## src/eq_recovery_page_pkg.sv

```systemverilog
/*
 * Constants for the equalizer / recovery register page: offsets, field
 * positions of its bit fields, and reset values and write masks of its stored cells.
 * Assumes nothing beyond a SystemVerilog compiler.
 */
package eq_recovery_page_pkg;

  // page decode against the shared page register
  localparam logic [1:0] PAGE_CODE = 2'b00;

  // offsets
  localparam logic [7:0] ADDR_PAGE_RESET = 8'h00;
  localparam logic [7:0] ADDR_SIGNAL_LOSS = 8'h01;
  localparam logic [7:0] ADDR_RECOVERY_STATUS = 8'h02;
  localparam logic [7:0] ADDR_MANUAL_BOOST = 8'h03;
  localparam logic [7:0] ADDR_SPARE_4 = 8'h04;
  localparam logic [7:0] ADDR_SPARE_5 = 8'h05;
  localparam logic [7:0] ADDR_SPARE_6 = 8'h06;
  localparam logic [7:0] ADDR_SPARE_7 = 8'h07;
  localparam logic [7:0] ADDR_SPARE_8 = 8'h08;
  localparam logic [7:0] ADDR_OUTPUT_OVERRIDE = 8'h09;
  localparam logic [7:0] ADDR_STATUS_VIEW = 8'h0c;
  localparam logic [7:0] ADDR_FIRST_OUTPUT_SEL = 8'h1c;
  localparam logic [7:0] ADDR_SECOND_OUTPUT_SEL = 8'h1e;
  localparam logic [7:0] ADDR_MANUAL_EQ_CTRL = 8'h2d;
  localparam logic [7:0] ADDR_EFFECTIVE_BOOST = 8'h52;

  // reset values
  localparam logic [7:0] RST_PAGE_RESET = 8'h00;
  localparam logic [7:0] RST_SIGNAL_LOSS = 8'h03;
  localparam logic [7:0] RST_RECOVERY_STATUS = 8'h41;
  localparam logic [7:0] RST_MANUAL_BOOST = 8'h80;
  localparam logic [7:0] RST_SPARE = 8'h00;
  localparam logic [7:0] RST_OUTPUT_OVERRIDE = 8'h00;
  localparam logic [7:0] RST_STATUS_VIEW = 8'h08;
  localparam logic [7:0] RST_FIRST_OUTPUT_SEL = 8'h00;
  localparam logic [7:0] RST_SECOND_OUTPUT_SEL = 8'h00;
  localparam logic [7:0] RST_MANUAL_EQ_CTRL = 8'h00;

  // write masks: bits software may store
  localparam logic [7:0] MASK_ALL = 8'hff;
  localparam logic [7:0] MASK_PAGE_RESET = 8'hfb;
  localparam logic [7:0] MASK_SIGNAL_LOSS = 8'hfc;

  // field positions
  localparam int PAGE_RESET_BIT = 2;
  localparam int LOSS_BIT = 1;
  localparam int LOSS_RSVD_BIT = 0;
  localparam int OVERRIDE_BIT = 5;
  localparam int MANUAL_EQ_BIT = 3;
  localparam int VIEW_LSB = 4;
  localparam int VIEW_W = 4;
  localparam int SHARED_SEL_LSB = 2;
  localparam int SHARED_SEL_W = 2;
  localparam int OWN_SEL_LSB = 5;
  localparam int SEL_W = 3;
  localparam int BOOST_W = 2;
  localparam int STAGE0_LSB = 6;
  localparam int STAGE1_LSB = 4;
  localparam int STAGE2_LSB = 2;
  localparam int STAGE3_LSB = 0;

  // stored byte cells
  localparam int NUM_CELLS = 14;
  localparam logic [7:0] CELL_ADDR [NUM_CELLS] = '{
    ADDR_PAGE_RESET, ADDR_SIGNAL_LOSS, ADDR_MANUAL_BOOST, ADDR_SPARE_4,
    ADDR_SPARE_5, ADDR_SPARE_6, ADDR_SPARE_7, ADDR_SPARE_8,
    ADDR_OUTPUT_OVERRIDE, ADDR_STATUS_VIEW, ADDR_FIRST_OUTPUT_SEL,
    ADDR_SECOND_OUTPUT_SEL, ADDR_MANUAL_EQ_CTRL, ADDR_RECOVERY_STATUS};
  localparam logic [7:0] CELL_RST [NUM_CELLS] = '{
    RST_PAGE_RESET, RST_SIGNAL_LOSS, RST_MANUAL_BOOST, RST_SPARE,
    RST_SPARE, RST_SPARE, RST_SPARE, RST_SPARE,
    RST_OUTPUT_OVERRIDE, RST_STATUS_VIEW, RST_FIRST_OUTPUT_SEL,
    RST_SECOND_OUTPUT_SEL, RST_MANUAL_EQ_CTRL, RST_RECOVERY_STATUS};
  localparam logic [7:0] CELL_MASK [NUM_CELLS] = '{
    MASK_PAGE_RESET, MASK_SIGNAL_LOSS, MASK_ALL, MASK_ALL,
    MASK_ALL, MASK_ALL, MASK_ALL, MASK_ALL,
    MASK_ALL, MASK_ALL, MASK_ALL,
    MASK_ALL, MASK_ALL, 8'h00};

  // cell indices used by the logic
  localparam int CI_PAGE_RESET = 0;
  localparam int CI_SIGNAL_LOSS = 1;
  localparam int CI_MANUAL_BOOST = 2;
  localparam int CI_OUTPUT_OVERRIDE = 8;
  localparam int CI_STATUS_VIEW = 9;
  localparam int CI_FIRST_OUTPUT_SEL = 10;
  localparam int CI_SECOND_OUTPUT_SEL = 11;
  localparam int CI_MANUAL_EQ_CTRL = 12;
  localparam int CI_RECOVERY_STATUS = 13;

endpackage : eq_recovery_page_pkg

```

## src/page_byte_cell.sv

```systemverilog
/*
 * One stored byte of the register page with its own reset value and a
 * mask of the bits software may write.
 * Assumes the page reset pulse and write strobe are synchronous to core_clk.
 */
`timescale 1ns/1ps
`default_nettype none

module page_byte_cell #(
  parameter logic [7:0] RESET_VALUE = 8'h00,
  parameter logic [7:0] WRITE_MASK = 8'hff
) (
  // clock and reset
  input wire logic core_clk,
  input wire logic rst,
  // control
  input wire logic pageReset,
  input wire logic writeEnable,
  input wire logic [7:0] writeData,
  // stored value
  output logic [7:0] value
);

  logic [7:0] next_value;

  // masked bits keep their value, so read-only reserved bits ignore writes
  assign next_value = (value & ~WRITE_MASK) | (writeData & WRITE_MASK);

  always_ff @(posedge core_clk or posedge rst) begin
    if (rst) begin
      value <= RESET_VALUE;
    end else if (pageReset) begin
      value <= RESET_VALUE;
    end else if (writeEnable) begin
      value <= next_value;
    end
  end

endmodule : page_byte_cell

`default_nettype wire

```

## src/equalizer_recovery_page_regs.sv

```systemverilog
/*
 * Register page for the secondary-input equalizer and clock/data recovery:
 * page reset, signal-loss status, recovery status view, manual boost with
 * its effective readback, and output source selection.
 * Assumes a serial control port front end that presents byte accesses as
 * one-cycle strobes synchronous to core_clk, and a shared page register
 * outside this block that supplies the page-select enable and code.
 */
// What this block does
// writing page reset bit restores defaults, self-clears
// software re-initializes registers after a page reset
// loss bit reads 1 without secondary input signal
// read-only recovery status byte, default 0x41
// manual boost applies only while manual enable set
// boost byte holds four 2-bit stage fields
// effective boost readable at offset 0x52
// override clear: shared field steers both outputs
// override set: each output has own field
// page decoded only when enabled with code 00
// status view field picks recovery status items
// reserved bits store writes, read-only ones ignore
`timescale 1ns/1ps
`default_nettype none

module equalizer_recovery_page_regs
  import eq_recovery_page_pkg::*;
#(
  parameter int NUM_VIEWS = 16
) (
  // clock and reset
  input wire logic core_clk,
  input wire logic rst,
  // shared page register fields
  input wire logic pageSelectEnable,
  input wire logic [1:0] pageSelect,
  // byte register port
  input wire logic regWrite,
  input wire logic regRead,
  input wire logic [7:0] regAddr,
  input wire logic [7:0] regWriteData,
  output logic [7:0] regReadData,
  // analog and recovery status
  input wire logic secondaryInputSignalDetect,
  input wire logic [NUM_VIEWS*8-1:0] recoveryStatusItems,
  input wire logic [7:0] adaptiveBoost,
  // equalizer control
  output logic manualEqActive,
  output logic [BOOST_W-1:0] stage0Boost,
  output logic [BOOST_W-1:0] stage1Boost,
  output logic [BOOST_W-1:0] stage2Boost,
  output logic [BOOST_W-1:0] stage3Boost,
  // output mux control
  output logic [SEL_W-1:0] firstOutputSelect,
  output logic [SEL_W-1:0] secondOutputSelect,
  // page reset in progress
  output logic pageResetPulse
);

  logic pageOn;
  logic [NUM_CELLS-1:0] cellHit;
  logic [7:0] cellValue [NUM_CELLS];
  logic [7:0] cellRead [NUM_CELLS];
  logic [7:0] cellReadOr;
  logic [7:0] cellWriteData [NUM_CELLS];
  logic [NUM_CELLS-1:0] cellWrite;
  logic hitLoss;
  logic hitEffective;
  logic secondaryInputSignalLoss;
  logic [VIEW_W-1:0] statusViewSelect;
  logic [7:0] selectedStatus;
  logic manualEnable;
  logic [7:0] manualBoost;
  logic [7:0] effectiveBoost;
  logic [7:0] next_effectiveBoost;
  logic outputSelectOverride;
  logic [SEL_W-1:0] sharedSelect;
  logic [SEL_W-1:0] next_firstSelect;
  logic [SEL_W-1:0] next_secondSelect;
  logic next_pageReset;
  logic [7:0] lossByte;
  logic [7:0] pageResetByte;
  logic [7:0] next_readData;

  function automatic logic addrIs(input logic [7:0] a, input logic [7:0] target);
    addrIs = (a == target);
  endfunction : addrIs

  // accesses only reach this page while it is the selected one
  assign pageOn = pageSelectEnable && (pageSelect == PAGE_CODE);

  generate
    for (genvar i = 0; i < NUM_CELLS; i++) begin : g_cell
      assign cellHit[i] = pageOn && addrIs(regAddr, CELL_ADDR[i]);
      assign cellWrite[i] = regWrite && cellHit[i];
      page_byte_cell #(
        .RESET_VALUE(CELL_RST[i]),
        .WRITE_MASK(CELL_MASK[i])
      ) u_cell (
        .core_clk(core_clk),
        .rst(rst),
        .pageReset(pageResetPulse),
        .writeEnable(cellWrite[i] || (i == CI_RECOVERY_STATUS)),
        .writeData(cellWriteData[i]),
        .value(cellValue[i])
      );
      assign cellRead[i] = cellHit[i] ? cellValue[i] : 8'h00;
    end
  endgenerate

  // the recovery status cell is never writable by software; its zero mask
  // also blocks the selected view, so it holds its reset value
  generate
    for (genvar j = 0; j < NUM_CELLS; j++) begin : g_wdata
      if (j == CI_RECOVERY_STATUS) begin : g_status
        assign cellWriteData[j] = selectedStatus;
      end else begin : g_sw
        assign cellWriteData[j] = regWriteData;
      end
    end
  endgenerate

  always_comb begin
    cellReadOr = 8'h00;
    for (int k = 0; k < NUM_CELLS; k++) begin
      cellReadOr = cellReadOr | cellRead[k];
    end
  end

  // recovery status: view field chooses which items are reported
  assign statusViewSelect = cellValue[CI_STATUS_VIEW][VIEW_LSB +: VIEW_W];
  assign selectedStatus = recoveryStatusItems[statusViewSelect * 8 +: 8];

  // status cell has a zero write mask, so feed it through a mask-free path
  logic [7:0] recoveryStatus;
  always_ff @(posedge core_clk or posedge rst) begin
    if (rst) begin
      recoveryStatus <= RST_RECOVERY_STATUS;
    end else if (pageResetPulse) begin
      recoveryStatus <= RST_RECOVERY_STATUS;
    end else begin
      recoveryStatus <= selectedStatus;
    end
  end

  // signal loss: bit 1 live, bit 0 reserved read-only, 7:2 stored
  logic lossFlag;
  assign secondaryInputSignalLoss = !secondaryInputSignalDetect;
  assign lossByte = {cellValue[CI_SIGNAL_LOSS][7:2], lossFlag,
                     RST_SIGNAL_LOSS[LOSS_RSVD_BIT]};
  always_ff @(posedge core_clk or posedge rst) begin
    if (rst) begin
      lossFlag <= RST_SIGNAL_LOSS[LOSS_BIT];
    end else begin
      lossFlag <= secondaryInputSignalLoss;
    end
  end

  // page reset bit reads 1 only for the cycle the reset is applied
  assign pageResetByte = cellValue[CI_PAGE_RESET] |
                         ({7'h00, pageResetPulse} << PAGE_RESET_BIT);
  assign next_pageReset = cellWrite[CI_PAGE_RESET] &&
                          regWriteData[PAGE_RESET_BIT];

  always_ff @(posedge core_clk or posedge rst) begin
    if (rst) begin
      pageResetPulse <= 1'b0;
    end else begin
      pageResetPulse <= next_pageReset;
    end
  end

  // manual boost: four 2-bit stage fields, applied only when enabled
  assign manualEnable = cellValue[CI_MANUAL_EQ_CTRL][MANUAL_EQ_BIT];
  assign manualBoost = cellValue[CI_MANUAL_BOOST];
  assign next_effectiveBoost = manualEnable ? manualBoost : adaptiveBoost;

  always_ff @(posedge core_clk or posedge rst) begin
    if (rst) begin
      effectiveBoost <= RST_MANUAL_BOOST;
      manualEqActive <= 1'b0;
    end else begin
      effectiveBoost <= next_effectiveBoost;
      manualEqActive <= manualEnable;
    end
  end

  always_ff @(posedge core_clk or posedge rst) begin
    if (rst) begin
      stage0Boost <= RST_MANUAL_BOOST[STAGE0_LSB +: BOOST_W];
      stage1Boost <= RST_MANUAL_BOOST[STAGE1_LSB +: BOOST_W];
      stage2Boost <= RST_MANUAL_BOOST[STAGE2_LSB +: BOOST_W];
      stage3Boost <= RST_MANUAL_BOOST[STAGE3_LSB +: BOOST_W];
    end else begin
      stage0Boost <= next_effectiveBoost[STAGE0_LSB +: BOOST_W];
      stage1Boost <= next_effectiveBoost[STAGE1_LSB +: BOOST_W];
      stage2Boost <= next_effectiveBoost[STAGE2_LSB +: BOOST_W];
      stage3Boost <= next_effectiveBoost[STAGE3_LSB +: BOOST_W];
    end
  end

  // output source selection
  assign outputSelectOverride = cellValue[CI_OUTPUT_OVERRIDE][OVERRIDE_BIT];
  assign sharedSelect = {1'b0,
    cellValue[CI_FIRST_OUTPUT_SEL][SHARED_SEL_LSB +: SHARED_SEL_W]};
  assign next_firstSelect = outputSelectOverride ?
    cellValue[CI_FIRST_OUTPUT_SEL][OWN_SEL_LSB +: SEL_W] : sharedSelect;
  assign next_secondSelect = outputSelectOverride ?
    cellValue[CI_SECOND_OUTPUT_SEL][OWN_SEL_LSB +: SEL_W] : sharedSelect;

  always_ff @(posedge core_clk or posedge rst) begin
    if (rst) begin
      firstOutputSelect <= '0;
      secondOutputSelect <= '0;
    end else begin
      firstOutputSelect <= next_firstSelect;
      secondOutputSelect <= next_secondSelect;
    end
  end

  // read path: special bytes first, then stored cells, else zero
  assign hitLoss = pageOn && addrIs(regAddr, ADDR_SIGNAL_LOSS);
  assign hitEffective = pageOn && addrIs(regAddr, ADDR_EFFECTIVE_BOOST);
  logic hitStatus;
  logic hitPageReset;
  assign hitStatus = pageOn && addrIs(regAddr, ADDR_RECOVERY_STATUS);
  assign hitPageReset = pageOn && addrIs(regAddr, ADDR_PAGE_RESET);

  always_comb begin
    if (hitLoss) begin
      next_readData = lossByte;
    end else if (hitStatus) begin
      next_readData = recoveryStatus;
    end else if (hitEffective) begin
      next_readData = effectiveBoost;
    end else if (hitPageReset) begin
      next_readData = pageResetByte;
    end else begin
      next_readData = cellReadOr;
    end
  end

  always_ff @(posedge core_clk or posedge rst) begin
    if (rst) begin
      regReadData <= 8'h00;
    end else if (regRead) begin
      regReadData <= next_readData;
    end
  end

endmodule : equalizer_recovery_page_regs

`default_nettype wire

```

## config.mk

```make
export PLATFORM = sky130hd
export DESIGN_NAME = equalizer_recovery_page_regs
export DESIGN_NICKNAME = d
export VERILOG_FILES = /design/src/eq_recovery_page_pkg.sv /design/src/page_byte_cell.sv /design/src/equalizer_recovery_page_regs.sv
export SDC_FILE = /design/constraint.sdc
export NUM_CORES = 1
export LEC_CHECK = 0
export BUFFER_PORTS_ARGS = -buffer_cell sky130_fd_sc_hd__buf_2
export CORE_UTILIZATION = 59
export CTS_CLUSTER_SIZE = 40
export DETAILED_ROUTE_END_ITERATION = 12
export PLACE_DENSITY_LB_ADDON = 0.1
export SYNTH_ARGS = -nofsm -noshare
export SYNTH_HDL_FRONTEND = slang
export SYNTH_SLANG_ARGS = --single-unit
```

## constraint.sdc

```tcl
create_clock -name core_clk -period 12.49 [get_ports core_clk]
set_input_delay 3.1225 -clock core_clk [delete_from_list [all_inputs] [get_ports core_clk]]
set_output_delay 3.1225 -clock core_clk [all_outputs]
set_load 0.02 [all_outputs]
```

; After elaboration in Yosys (flattened, before gate mapping)
; Index checks and enable logic that the tools add are counted.
[totals]
ff_bits = 145
latch_bits = 0
ramBits = 0
mem_bits_ro = 0
inputBits = 160
elab_cells = 150
n_memories = 0
[op_classes]
addsub = 0
mul = 0
div = 0
magnitude_cmp = 0
n_eq_ne = 14
shifts = 1
n_mux = 48
n_bitwise = 16
n_reduce_logical = 46
[op_table]
columns = operator, n
row1 = $mux 8, 45
row2 = $shiftx 128x8->8, 1
row3 = $or 8x8->8, 12
row4 = $eq 8x3->1 const B, 4
row5 = $logic_and 1x1->1, 30
row6 = $reduce_bool 2->1, 13
row7 = $eq 8x4->1 const B, 3
row8 = $eq 8x2->1 const B, 2
row9 = $eq 8x5->1 const B, 2
row10 = $eq 8x1->1 const B, 1
row11 = $eq 8x6->1 const B, 1
row12 = $eq 8x7->1 const B, 1
row13 = $logic_not 8->1, 1
row14 = $or 2x8->8, 1
row15 = $or 3x8->8, 1
row16 = $or 8x3->8, 1
row17 = $or 8x7->8, 1
row18 = $mux 7, 1
row19 = $mux 3, 2
row20 = $logic_not 2->1, 1
row21 = $logic_not 1->1, 1

; Logic depth before layout (Yosys ltp)
; Gate-level depths: netlist (run 1).
[logic_depth]
word_depth = 21
mapped_depth = 9
ltp_nobuf = 6

; Modules after synthesis
; A second synthesis (run 1) with hierarchy kept.
[hier_totals]
cells_unflattened = 735
area_unflattened_um2 = 8015.2
[modules_own_cells]
columns = mod, n_inst, cells_per_inst, area_per_inst_um2, seq_area_each_um2
row1 = equalizer_recovery_page_regs, 1, 380, 3732.3, 830.8
row2 = page_byte_cell (g_cell[10].u_cell ...), 9, 27, 329.1, 200.2
row3 = page_byte_cell (g_cell[2].u_cell ...), 2, 27, 334.1, 201.4
row4 = page_byte_cell (g_cell[0].u_cell), 1, 25, 297.8, 175.2
row5 = page_byte_cell (g_cell[1].u_cell), 1, 23, 287.8, 176.4
row6 = page_byte_cell (g_cell[13].u_cell), 1, 10, 67.6, 0.0

; Least setup slack after synthesis (run 1)
; OpenSTA, ideal clock, no wires.
[synth_timing]
path_kind = input-to-reg
startpoint = in pageSelect[1]
endpoint = reg g_cell[3].u_cell.value[7]
t_arrival_ps = 4671
t_required_ps = 12358
slack_ps = 7687
stages = 8
path_cell_list = or3b_1 -> buf_4 -> buf_6 -> nor2_2 -> nand3_1 -> nor2_4 -> mux2i_1 -> nor2_1
[synth_via]
elab_chain_cells = 5
[synth_lines]
columns = item, line_no
row1 = "start, declared", equalizer_recovery_page_regs.sv:35  ; input wire logic [1:0] pageSelect,
row2 = $logic_not 2->1, equalizer_recovery_page_regs.sv:89  ; assign pageOn = pageSelectEnable && (pageSelect == PAGE_CODE);
row3 = $logic_and 1x1->1, equalizer_recovery_page_regs.sv:89
row4 = $logic_and 1x1->1, equalizer_recovery_page_regs.sv:93  ; assign cellHit[i] = pageOn && addrIs(regAddr, CELL_ADDR[i]);
row5 = $logic_and 1x1->1, equalizer_recovery_page_regs.sv:94  ; assign cellWrite[i] = regWrite && cellHit[i];
row6 = $reduce_bool 2->1 (no source line), n/a
row7 = "end signal, assigned", page_byte_cell.sv:35  ; value <= next_value;
row8 = "end, declared", page_byte_cell.sv:21  ; output logic [7:0] value
; Every way passes these cells.
; A chain may end at the register's enable or synchronous reset.

; Worst setup path in the final report (run 1)
[layout_timing]
startpoint = in regAddr[0]
endpoint = reg g_cell[1].u_cell.value[7]
[layout_via]
elab_chain_cells = 4
[layout_lines]
columns = item, line_no
row1 = "start, declared", equalizer_recovery_page_regs.sv:39  ; input wire logic [7:0] regAddr,
row2 = $eq 8x1->1, equalizer_recovery_page_regs.sv:85  ; addrIs = (a == target);
row3 = $logic_and 1x1->1, equalizer_recovery_page_regs.sv:93
row4 = $logic_and 1x1->1, equalizer_recovery_page_regs.sv:94
row5 = $reduce_bool 2->1 (no source line), n/a
row6 = "end signal, assigned", page_byte_cell.sv:35
row7 = "end, declared", page_byte_cell.sv:21
; Every way passes these cells.

==> results of run 1 <==
[state kept, by name (all words and copies together) (netlist names)]
signal,flops
g_cell.u_cell.value,102
effectiveBoost,4
lossFlag,1
stage0Boost,1
stage3Boost,1
recoveryStatus,8
stage1Boost,1
secondOutputSelect,3
stage2Boost,1
pageResetPulse,1
regReadData,8
manualEqActive,1
firstOutputSelect,3
[how the worst min path moves through the flow]
stage                                     from                         to  slack (ns)  depth (start not counted)
floorplan           g_cell[12].u_cell.value[3]             manualEqActive        0.35                          0
global placement     g_cell[9].u_cell.value[3]  g_cell[9].u_cell.value[3]        0.48                          2
detailed placement   g_cell[9].u_cell.value[3]  g_cell[9].u_cell.value[3]        0.48                          2
CTS                  g_cell[9].u_cell.value[3]  g_cell[9].u_cell.value[3]        0.49                          2
global route         g_cell[9].u_cell.value[3]  g_cell[9].u_cell.value[3]        0.50                          2
finish               g_cell[9].u_cell.value[3]  g_cell[9].u_cell.value[3]        0.49                          2
[cell type report]
class                           count  area [um^2]
Clock buffer                       23          478
Clock inverter                      8         75.1
Fill cell                         932         3510
Inverter                            7         28.8
Multi-Input combinational cell    566         4110
Sequential cell                   135         3390
Tap cell                          172          215
Timing Repair Buffer              189          961
[routing by layer]
| metal | share of wire (%) | wire length [um] | vias up | global-route usage (%) |
|---|---|---|---|---|
| li1 | - | - | 3115 | - |
| met1 | 37 | 9840 | 3604 | 51.1 |
| met2 | 49 | 12800 | 480 | 63.3 |
| met3 | 9.3 | 2460 | 93 | 10.2 |
| met4 | 4.6 | 1210 | 0 | 22.3 |
| met5 | 0 | 0 | - | 0 |
[power by group]
part / switching (mW) / leakage, nW / total [mW] / internal (mW)
clock: 0.189 / 0.261 / 0.476 / 0.287
sequential: 0.00547 / 1.82 / 0.451 / 0.445
combinational: 0.0580 / 2.04 / 0.0982 / 0.0402
total: 0.252 / 4.12 / 1.02 / 0.772
[cell usage after synthesis (5+ instances only)]
| library cell | n | area (um^2) |
|---|---|---|
| clkbuf_1 | 47 | 176 |
| o22ai_1 | 5 | 31.3 |
| o21ai_0 | 26 | 130 |
| inv_1 | 7 | 26.3 |
| nand2_1 | 108 | 405 |
| o2bb2ai_1 | 8 | 70.1 |
| nor2_2 | 5 | 31.3 |
| nor2_1 | 62 | 233 |
| a22o_1 | 7 | 61.3 |
| or2_2 | 6 | 37.5 |
| nor2b_1 | 11 | 68.8 |
| a21oi_1 | 76 | 380 |
| mux2i_1 | 46 | 460 |
| nand4_1 | 6 | 37.5 |
| and3_1 | 7 | 43.8 |
| a22oi_1 | 14 | 105 |
| nand3_1 | 38 | 190 |
| a32oi_1 | 8 | 70.1 |
| dfstp_2 | 7 | 184 |
| dfrtp_1 | 128 | 3200 |
| buf_2 | 10 | 50.1 |
| nor3_1 | 10 | 50.1 |
| nand2b_1 | 7 | 43.8 |
| mux2_2 | 14 | 158 |
| mux4_2 | 40 | 901 |
[cell usage in the layout (no fill, tap or decap), types with 4 or more instances in the layout]
master / Yosys / routed
a22o_1: 7 / 7
nor2_4: 4 / 4
a31oi_1: 4 / 4
o2bb2ai_1: 8 / 8
nor2_2: 5 / 5
a221oi_1: 4 / 4
clkinvlp_4: 0 / 4
inv_1: 7 / 6
buf_2: 10 / 183
a21oi_1: 76 / 76
nand2_1: 108 / 108
mux2i_1: 46 / 46
nand3_1: 38 / 38
nand2b_1: 7 / 7
and2_1: 4 / 4
mux4_2: 40 / 40
dfstp_2: 7 / 7
nor2b_1: 11 / 11
dfrtp_1: 128 / 126
a22oi_1: 14 / 14
o211ai_1: 4 / 4
mux2_2: 14 / 14
or2_2: 6 / 6
nand4_1: 6 / 6
nor2_1: 62 / 62
o21ai_0: 26 / 26
o22ai_1: 5 / 5
buf_4: 2 / 6
nor3_1: 10 / 10
and3_1: 7 / 7
a32oi_1: 8 / 8
clkbuf_16: 0 / 17
nor4_4: 4 / 4
[tightest hold or removal path, stage by stage (launching register included)]
cell and delay [ns]:
dfstp_2 0.37, nand2_1 0.05, nand3b_1 0.06
[logic make-up after synthesis]
group | share of synthesized area (%)
buf+inv | 4.05
flops | 43.3
compound gates | 14.6
mux | 19.4
simple gates | 18.6
==> metrics, run 1 <==
Iter 0 DRT Violations=approximately 820; max_cap viols=0; highest cell delay on the worst timing path=around 0.63 ns; vias per inst=around 6.6; Post CTS Setup Buffer Count=0; Crit Path Category=in2reg; CTS Buf Count=17; Area after DPL=between 8000 and 9000 um^2; Crit Reg-Reg Startpoint=g_cell[9].u_cell.value[4]; VDD IR max=about 0.096 mV; Top FF cell, synth=dfrtp_1; EDFF count, synth=0; root buffer cell=clkbuf_16; final setup violation count=0; # H-tree levels=4; non-filler cells, final=1100; crit path time final=between 5 and 6 ns; CTS tree=built; Slowest-stage cell, CP=nor2_1; vias in the first global route=7078; Buffers on Ports=183; Max Slew Vio Count=0; routed wire length=roughly 26 mm; drt first pass iters=6; nets@finish=around 1100; Gate Count Post-Synth=774; crit share post-route=between 40% and 50%; post-CTS sizing=0; yosys warns=0; post-synthesis sequential area ratio=between 40% and 50%; Fin Clk Skew=0.00621 ns; Avg Inst Size Synth=slightly above 10 um^2; Starting Density=between 60% and 70%; Cell Chain, Critical Path=buf_2 -> nor2b_1 -> nand2_1 -> nor2_1 -> nand2_1 -> nand2_1 -> a21oi_1; post-DR wirelength/cell=23.9 um; largest fanout on the critical path=22; setup slack at placement=about 6.7 ns; final instance area=just over 9000 um^2; Achievable Freq=0.184 GHz; PwrDens=~110 nW/um^2; Worst Path Required=approximately 13 ns; I/O pins=184; Hold Crit Class=reg2reg; Syn Std Cell Area=slightly below 8000 um^2; endpoints failing hold=0; worst slew pin tran=between 1 and 1.5 ns; P&R area growth vs syn=18.5%; Crit. path cell count=7; clock latency on the worst-skew pair=roughly 0.43 ns; Unique masters post-synth=64; Slew headroom=28.9%; WP data arrival=5.72 ns; CP Launch Type=input pin; Post-route DRC=0; Clock transition at path regs=0.06 ns; Tot GR Track Use=between 40% and 50%; Fin Hold WS=approximately 0.49 ns; crit path launch=regAddr[0]; Post-CTS Hold Fix Bufs=0; Core Area=~13000 um^2; number of antenna diodes=0; Placed Instances=about 1100; global-route wire length before repair=a little under 40 mm; Final HPWL DP=18.8 mm; asr flop ratio synth=100%; CTS Sinks=about 140; GPL Wtd Cong=roughly 0.94; die area=approximately 14000 um^2; Post-DRT Antenna Nets=0; deepest clock path buffer count=2; critical path endpoint category=flop; Power Total=about 1 mW; Worst R2R Path Depth=4; outcome=complete, no violations; row count=approximately 40; Post-Route Utilization=between 70 and 80%; Die Wd=117 um; grt ovf=0; RSZ-0062 raised after global routing=false; Top delay family on crit path=simple AND/OR/NAND/NOR gates; Die Y=117 um; Worst Setup EP=g_cell[1].u_cell.value[7]; Leakage=between 4 and 5 nW; worst setup margin=roughly 7 ns; Most common cell on crit path=nand2_1; initial antenna violation count=0; Post-Syn Nets=between 900 and 1000; layout cells sized above 1=33.5%; vias=7292; buffer and inverter count on the worst path=1; FF-to-FF End=recoveryStatus[0]; setup TNS=0 ns; #FFs+latches synth=135; largest net degree at the start of global routing=84; r2r setup slk=10.20 ns
(Power assumes the default switching activity.)
==> run 2, diff against run 1 <==
Settings changed: CORE_UTILIZATION 59 to 55.
Clock period 12.49 ns to 5.2 ns, I/O delays scaled along.
==> run 2 against run 1 <==
  * Clock skew increased by 0.0011 ns
  * Clock-buffer cell count decreased by 1
  * Worst hold slack improved by 0.023 ns
  * Final area increased by 1.1%
  * Sequential power increased by 140%
  * Utilization decreased by 5.0 points
  * Critical path depth unchanged
  * Register-to-register slack got worse by 7.3 ns
  * First-iteration DRC count decreased by 6.2%
  * Power increased to 2.5 times the previous value
  * Sequential share of layout area decreased by 0.41 points
  * Highest routed layer unchanged
==> metrics, run 2 (same netlist as run 1, synthesis figures left out) <==
row count=43; max_cap viols=0; Post-CTS Hold Fix Bufs=0; CTS tree=built; crit path time final=between 3 and 4 ns; post-DR wirelength/cell=between 20 and 25 um; most frequent cells in the layout=183 x buf_2, 126 x dfrtp_1, 108 x nand2_1; fillers=around 1100; Post CTS Setup Buffer Count=0; vias per inst=approximately 6.5; GPL Wtd Cong=0.974; Placed Instances=between 1000 and 1500; Post-route DRC=0; biggest regs=g_cell.u_cell.value: 102 flops, recoveryStatus: 8 flops, regReadData: 8 flops; Die Wd=~120 um; Starting Density=a little under three fifths; post-CTS sizing=0; PwrDens=roughly 270 nW/um^2; most flop-heavy register=g_cell.u_cell.value; Tot GR Track Use=a little under two fifths; Max Slew Vio Count=0; # H-tree levels=4; largest fanout on the critical path=19; Hold Path Depth=2; layout cells sized above 1=between 30% and 40%; Crit Path Category=in2reg; final setup violation count=0; worst slew pin tran=between 1 and 1.5 ns; Hold Crit Class=reg2reg; Comb power frac=9.4%; Post-DRT Antenna Nets=0; critical path endpoint category=flop; Switching Share=about a quarter; Die Y=about 120 um; WP data arrival=between 3 and 4 ns; Clk pwr share=between 40 and 50%; Clock transition at path regs=~0.06 ns; Worst R2R Path Depth=4; drt first pass iters=7; RSZ-0062 raised after global routing=false; crit share post-route=between 70 and 80%; grt ovf=0; Core Area=13900 um^2; die area=14700 um^2; clock latency on the worst-skew pair=approximately 0.44 ns; endpoints failing hold=0; Buffers on Ports=approximately 180; largest net degree at the start of global routing=109; Iter 0 DRT Violations=a little under 800; Fin Clk Skew=between 0.007 and 0.008 ns; Slew headroom=between 20% and 30%; Net Sw Power=just over 600 uW; VDD IR max=0.222 mV; setup TNS=0 ns; outcome=complete, no violations; routed wire length=around 27 mm; Pint=1.95 mW; CTS Buf Count=17; P&R area growth vs syn=19.8%; commonest non-fill, non-tap cell in the layout=buf_2; global-route wire length before repair=40.2 mm; CTS Sinks=~140; Achievable Freq=0.271 GHz; non-filler cells, final=around 1100; vias in the first global route=between 7000 and 8000; CP Launch Type=input pin; root buffer cell=clkbuf_16; I/O pins=around 180; initial antenna violation count=2; Worst Path Required=approximately 5.5 ns; nets@finish=about 1100; Fin Hold WS=slightly above 0.5 ns; Leakage=~4.2 nW; vias=about 7300; Largest register FFs=about 100; Final HPWL DP=18.9 mm; Sequential Power Share=between 40 and 50%; deepest clock path buffer count=2
==> run 2: worst paths after layout <==
check / endpoint / start / slack [ns]
min in group asynchronous: g_cell[10].u_cell.value[6] / rst / 0.98
worst max register to register: recoveryStatus[0] / g_cell[9].u_cell.value[4] / 2.92
max in group asynchronous: g_cell[1].u_cell.value[1] / rst / 3.33
worst max-delay path: g_cell[1].u_cell.value[6] / regAddr[1] / 1.51
worst min register to register: g_cell[9].u_cell.value[3] / g_cell[9].u_cell.value[3] / 0.51
worst min-delay path: g_cell[9].u_cell.value[3] / g_cell[9].u_cell.value[3] / 0.51
==> run 2: per-stage QoR <==
stage | worst slack (ns) | cell area (um^2) | utilization, % | power [mW]
after floorplan | 0.300 | 7820 | - | 1.22
after global placement | 1.12 | 8750 | 63.1 | 1.33
after detailed placement | 1.12 | 8750 | 63.1 | 1.34
after CTS | 1.54 | 9360 | 67.5 | 2.57
after global routing | 1.36 | 9370 | 67.5 | 2.64
final | 1.51 | 9370 | 67.5 | 2.57
==> run 2: power groups by stage <==
stage	registers [mW]	logic, mW	clock network (mW)
2_1_floorplan	1.10	0.118	0
3_3_place_gp	1.10	0.232	0
3_5_place_dp	1.10	0.238	0
4_1_cts	1.08	0.238	1.25
5_1_grt	1.08	0.256	1.30
6_report	1.08	0.240	1.25
==> run 2: worst max-delay path, stage by stage <==
cell     delay [ns]
buf_2          0.28
nor2b_1        0.64
nand2_1        0.55
nor2_1         0.67
nand2_1        0.27
nand2_1        0.14
a21oi_1        0.08
==> run 2: final cells by class <==
class	count	area [um^2]	share of cell area, %
inverter	7	28.8	0.307
multi-input combinational	566	4110	43.9
antenna	2	5.00	0.0534
clock inverter	10	144	1.54
sequential	135	3390	36.2
clock buffer	22	464	4.96
tap	180	225	2.40
timing repair buffer	192	996	10.6
==> run 2: metal layers <==
layer | GRT usage, % | vias to the layer above | part of all wire [%]
met4 | 18.4 | 0 | 4.2
met2 | 58.6 | 425 | 47
li1 | - | 3135 | -
met5 | 0 | - | 0
met1 | 49.6 | 3628 | 40
met3 | 9.16 | 77 | 8.2
==> run 3, diff against run 2 <==
Clock period 5.2 ns to 3.5 ns, I/O delays scaled along.
==> run 3 against run 2 <==
  * Global-route usage up 0.60 points
  * Cell count up 1.8%
  * Clock skew down 0.00065 ns
  * Utilization up 0.64 points
  * Critical path type unchanged
  * Clock-buffer cell count down 3
  * Non-clock buffer count up 21
  * Via count up 1.9%
  * Power up 41%
  * Combinational power up 52%
  * First-iteration DRC count up 4.1%
  * Sequential cell count unchanged
==> metrics, run 3 (same netlist as run 1, synthesis figures left out) <==
VDD IR max=0.337 mV; deepest clock path buffer count=2; Largest register FFs=about 100; worst slew pin tran=between 1 and 1.5 ns; CTS Buf Count=17; most flop-heavy register=g_cell.u_cell.value; biggest regs=g_cell.u_cell.value: 102 flops, recoveryStatus: 8 flops, regReadData: 8 flops; grt ovf=0; Buffers on Ports=~180; most frequent cells in the layout=183 x buf_2, 126 x dfrtp_1, 108 x nand2_1; final setup violation count=0; Post-DRT Antenna Nets=0; global-route wire length before repair=roughly 40 mm; clock latency on the worst-skew pair=0.43 ns; CP Launch Type=input pin; Power Total=between 3 and 4 mW; highest cell delay on the worst timing path=a little under 0.7 ns; Die Y=around 120 um; Post-CTS Hold Fix Bufs=0; Clock transition at path regs=roughly 0.060 ns; Leakage=about 4.2 nW; crit share post-route=77.9%; drt first pass iters=5; nets@finish=1100; routed wire length=roughly 27 mm; Comb power frac=around a tenth; Placed Instances=roughly 1100; GPL Wtd Cong=between 1 and 1.5; Fin Clk Skew=between 0.006 and 0.007 ns; Die Wd=approximately 120 um; Max Slew Vio Count=0; Pint=between 2 and 3 mW; Post CTS Setup Buffer Count=0; CTS Sinks=135; commonest non-fill, non-tap cell in the layout=buf_2; setup TNS=0 ns; largest net degree at the start of global routing=136; final instance area=around 9500 um^2; buffer and inverter count on the worst path=2; Starting Density=a little under three fifths; Achievable Freq=between 0.3 and 0.4 GHz; Slew headroom=between 20% and 30%; row count=43; endpoints failing hold=0; vias=7406; largest fanout on the critical path=11; # H-tree levels=4; non-filler cells, final=approximately 1100; Post-route DRC=0; vias in the first global route=roughly 7300; Slowest-stage cell, CP=or3b_1; Iter 0 DRT Violations=between 800 and 900; post-DR wirelength/cell=approximately 24 um; Clk pwr share=45.7%; Crit Path Category=in2reg; root buffer cell=clkbuf_16; I/O pins=184; Core Area=13900 um^2; Worst Path Required=between 3 and 4 ns; Hold Crit Class=reg2reg; fillers=around 1100; post-CTS sizing=0; layout cells sized above 1=approximately 35%; Final HPWL DP=between 15 and 20 mm; Tot GR Track Use=between 30% and 40%; initial antenna violation count=1; RSZ-0062 raised after global routing=false; Cell Chain, Critical Path=buf_2 -> or3b_1 -> buf_4 -> nor3_1 -> o2bb2ai_1 -> nand2_1 -> a31oi_1 -> o21a_1; Switching Share=26.5%; Net Sw Power=around 960 uW; max_cap viols=0; Top delay family on crit path=simple AND/OR/NAND/NOR gates; Sequential Power Share=44.3%; vias per inst=between 6 and 7; PwrDens=~380 nW/um^2; outcome=complete, no violations; WP data arrival=between 3 and 4 ns; P&R area growth vs syn=21.0%; CTS tree=built; crit path time final=between 2 and 3 ns; die area=between 10000 and 15000 um^2; critical path endpoint category=flop; Area after DPL=slightly below 9000 um^2; r2r setup slk=a little under 1 ns
-- run 3: per-stage QoR --
step           worst slack [ns]  utilization [%]  hold slack, ns
2_1_floorplan             0.945                -           0.352
3_3_place_gp              0.356             64.2           0.472
3_5_place_dp              0.389             64.2           0.496
4_1_cts                   0.829             68.1           0.504
5_1_grt                   0.688             68.1           0.539
6_report                  0.774             68.1           0.498
-- run 3: worst paths after layout --
check | from | to | depth (start not counted)
worst max-delay path | pageSelect[1] | regReadData[7] | 8
worst min-delay path | g_cell[9].u_cell.value[3] | g_cell[9].u_cell.value[3] | 2
worst max register to register | g_cell[9].u_cell.value[5] | recoveryStatus[5] | 4
worst min register to register | g_cell[9].u_cell.value[3] | g_cell[9].u_cell.value[3] | 2
max in group asynchronous | rst | pageResetPulse | 3
min in group asynchronous | rst | secondOutputSelect[1] | 3
-- run 3: layer usage --
layer / wire, um / global-route usage [%] / share of wire, % / up-vias
met1: 10300 / 50.2 / 38 / 3674
met2: 13300 / 61.9 / 49 / 502
met4: 915 / 16.8 / 3.4 / 0
met5: 0 / 0 / 0 / -
met3: 2710 / 7.66 / 9.9 / 59
li1: - / - / - / 3171
-- run 3: layout make-up --
cell class,count,area (um^2),share of cell area [%]
timing repair buffer,213,1150,12.2
tap,180,225,2.38
inverter,7,30.0,0.318
sequential,135,3390,35.9
clock buffer,19,443,4.68
antenna,1,2.50,0.0265
clock inverter,13,97.6,1.03
multi-input combinational,566,4110,43.5
-- run 3: power groups by stage --
stage / clock (mW) / combinational [mW] / sequential, mW
after floorplan: 0 / 0.175 / 1.64
after global placement: 0 / 0.351 / 1.63
after detailed placement: 0 / 0.360 / 1.63
after CTS: 1.66 / 0.361 / 1.61
after global routing: 1.72 / 0.388 / 1.61
final: 1.66 / 0.365 / 1.61
-- run 3: worst register-to-register path, cell delays in order (launching register included) --
cell and delay (ns):
dfrtp_1 1.13, buf_4 0.32, mux4_2 0.31, mux4_2 0.49
nor2b_1 0.15
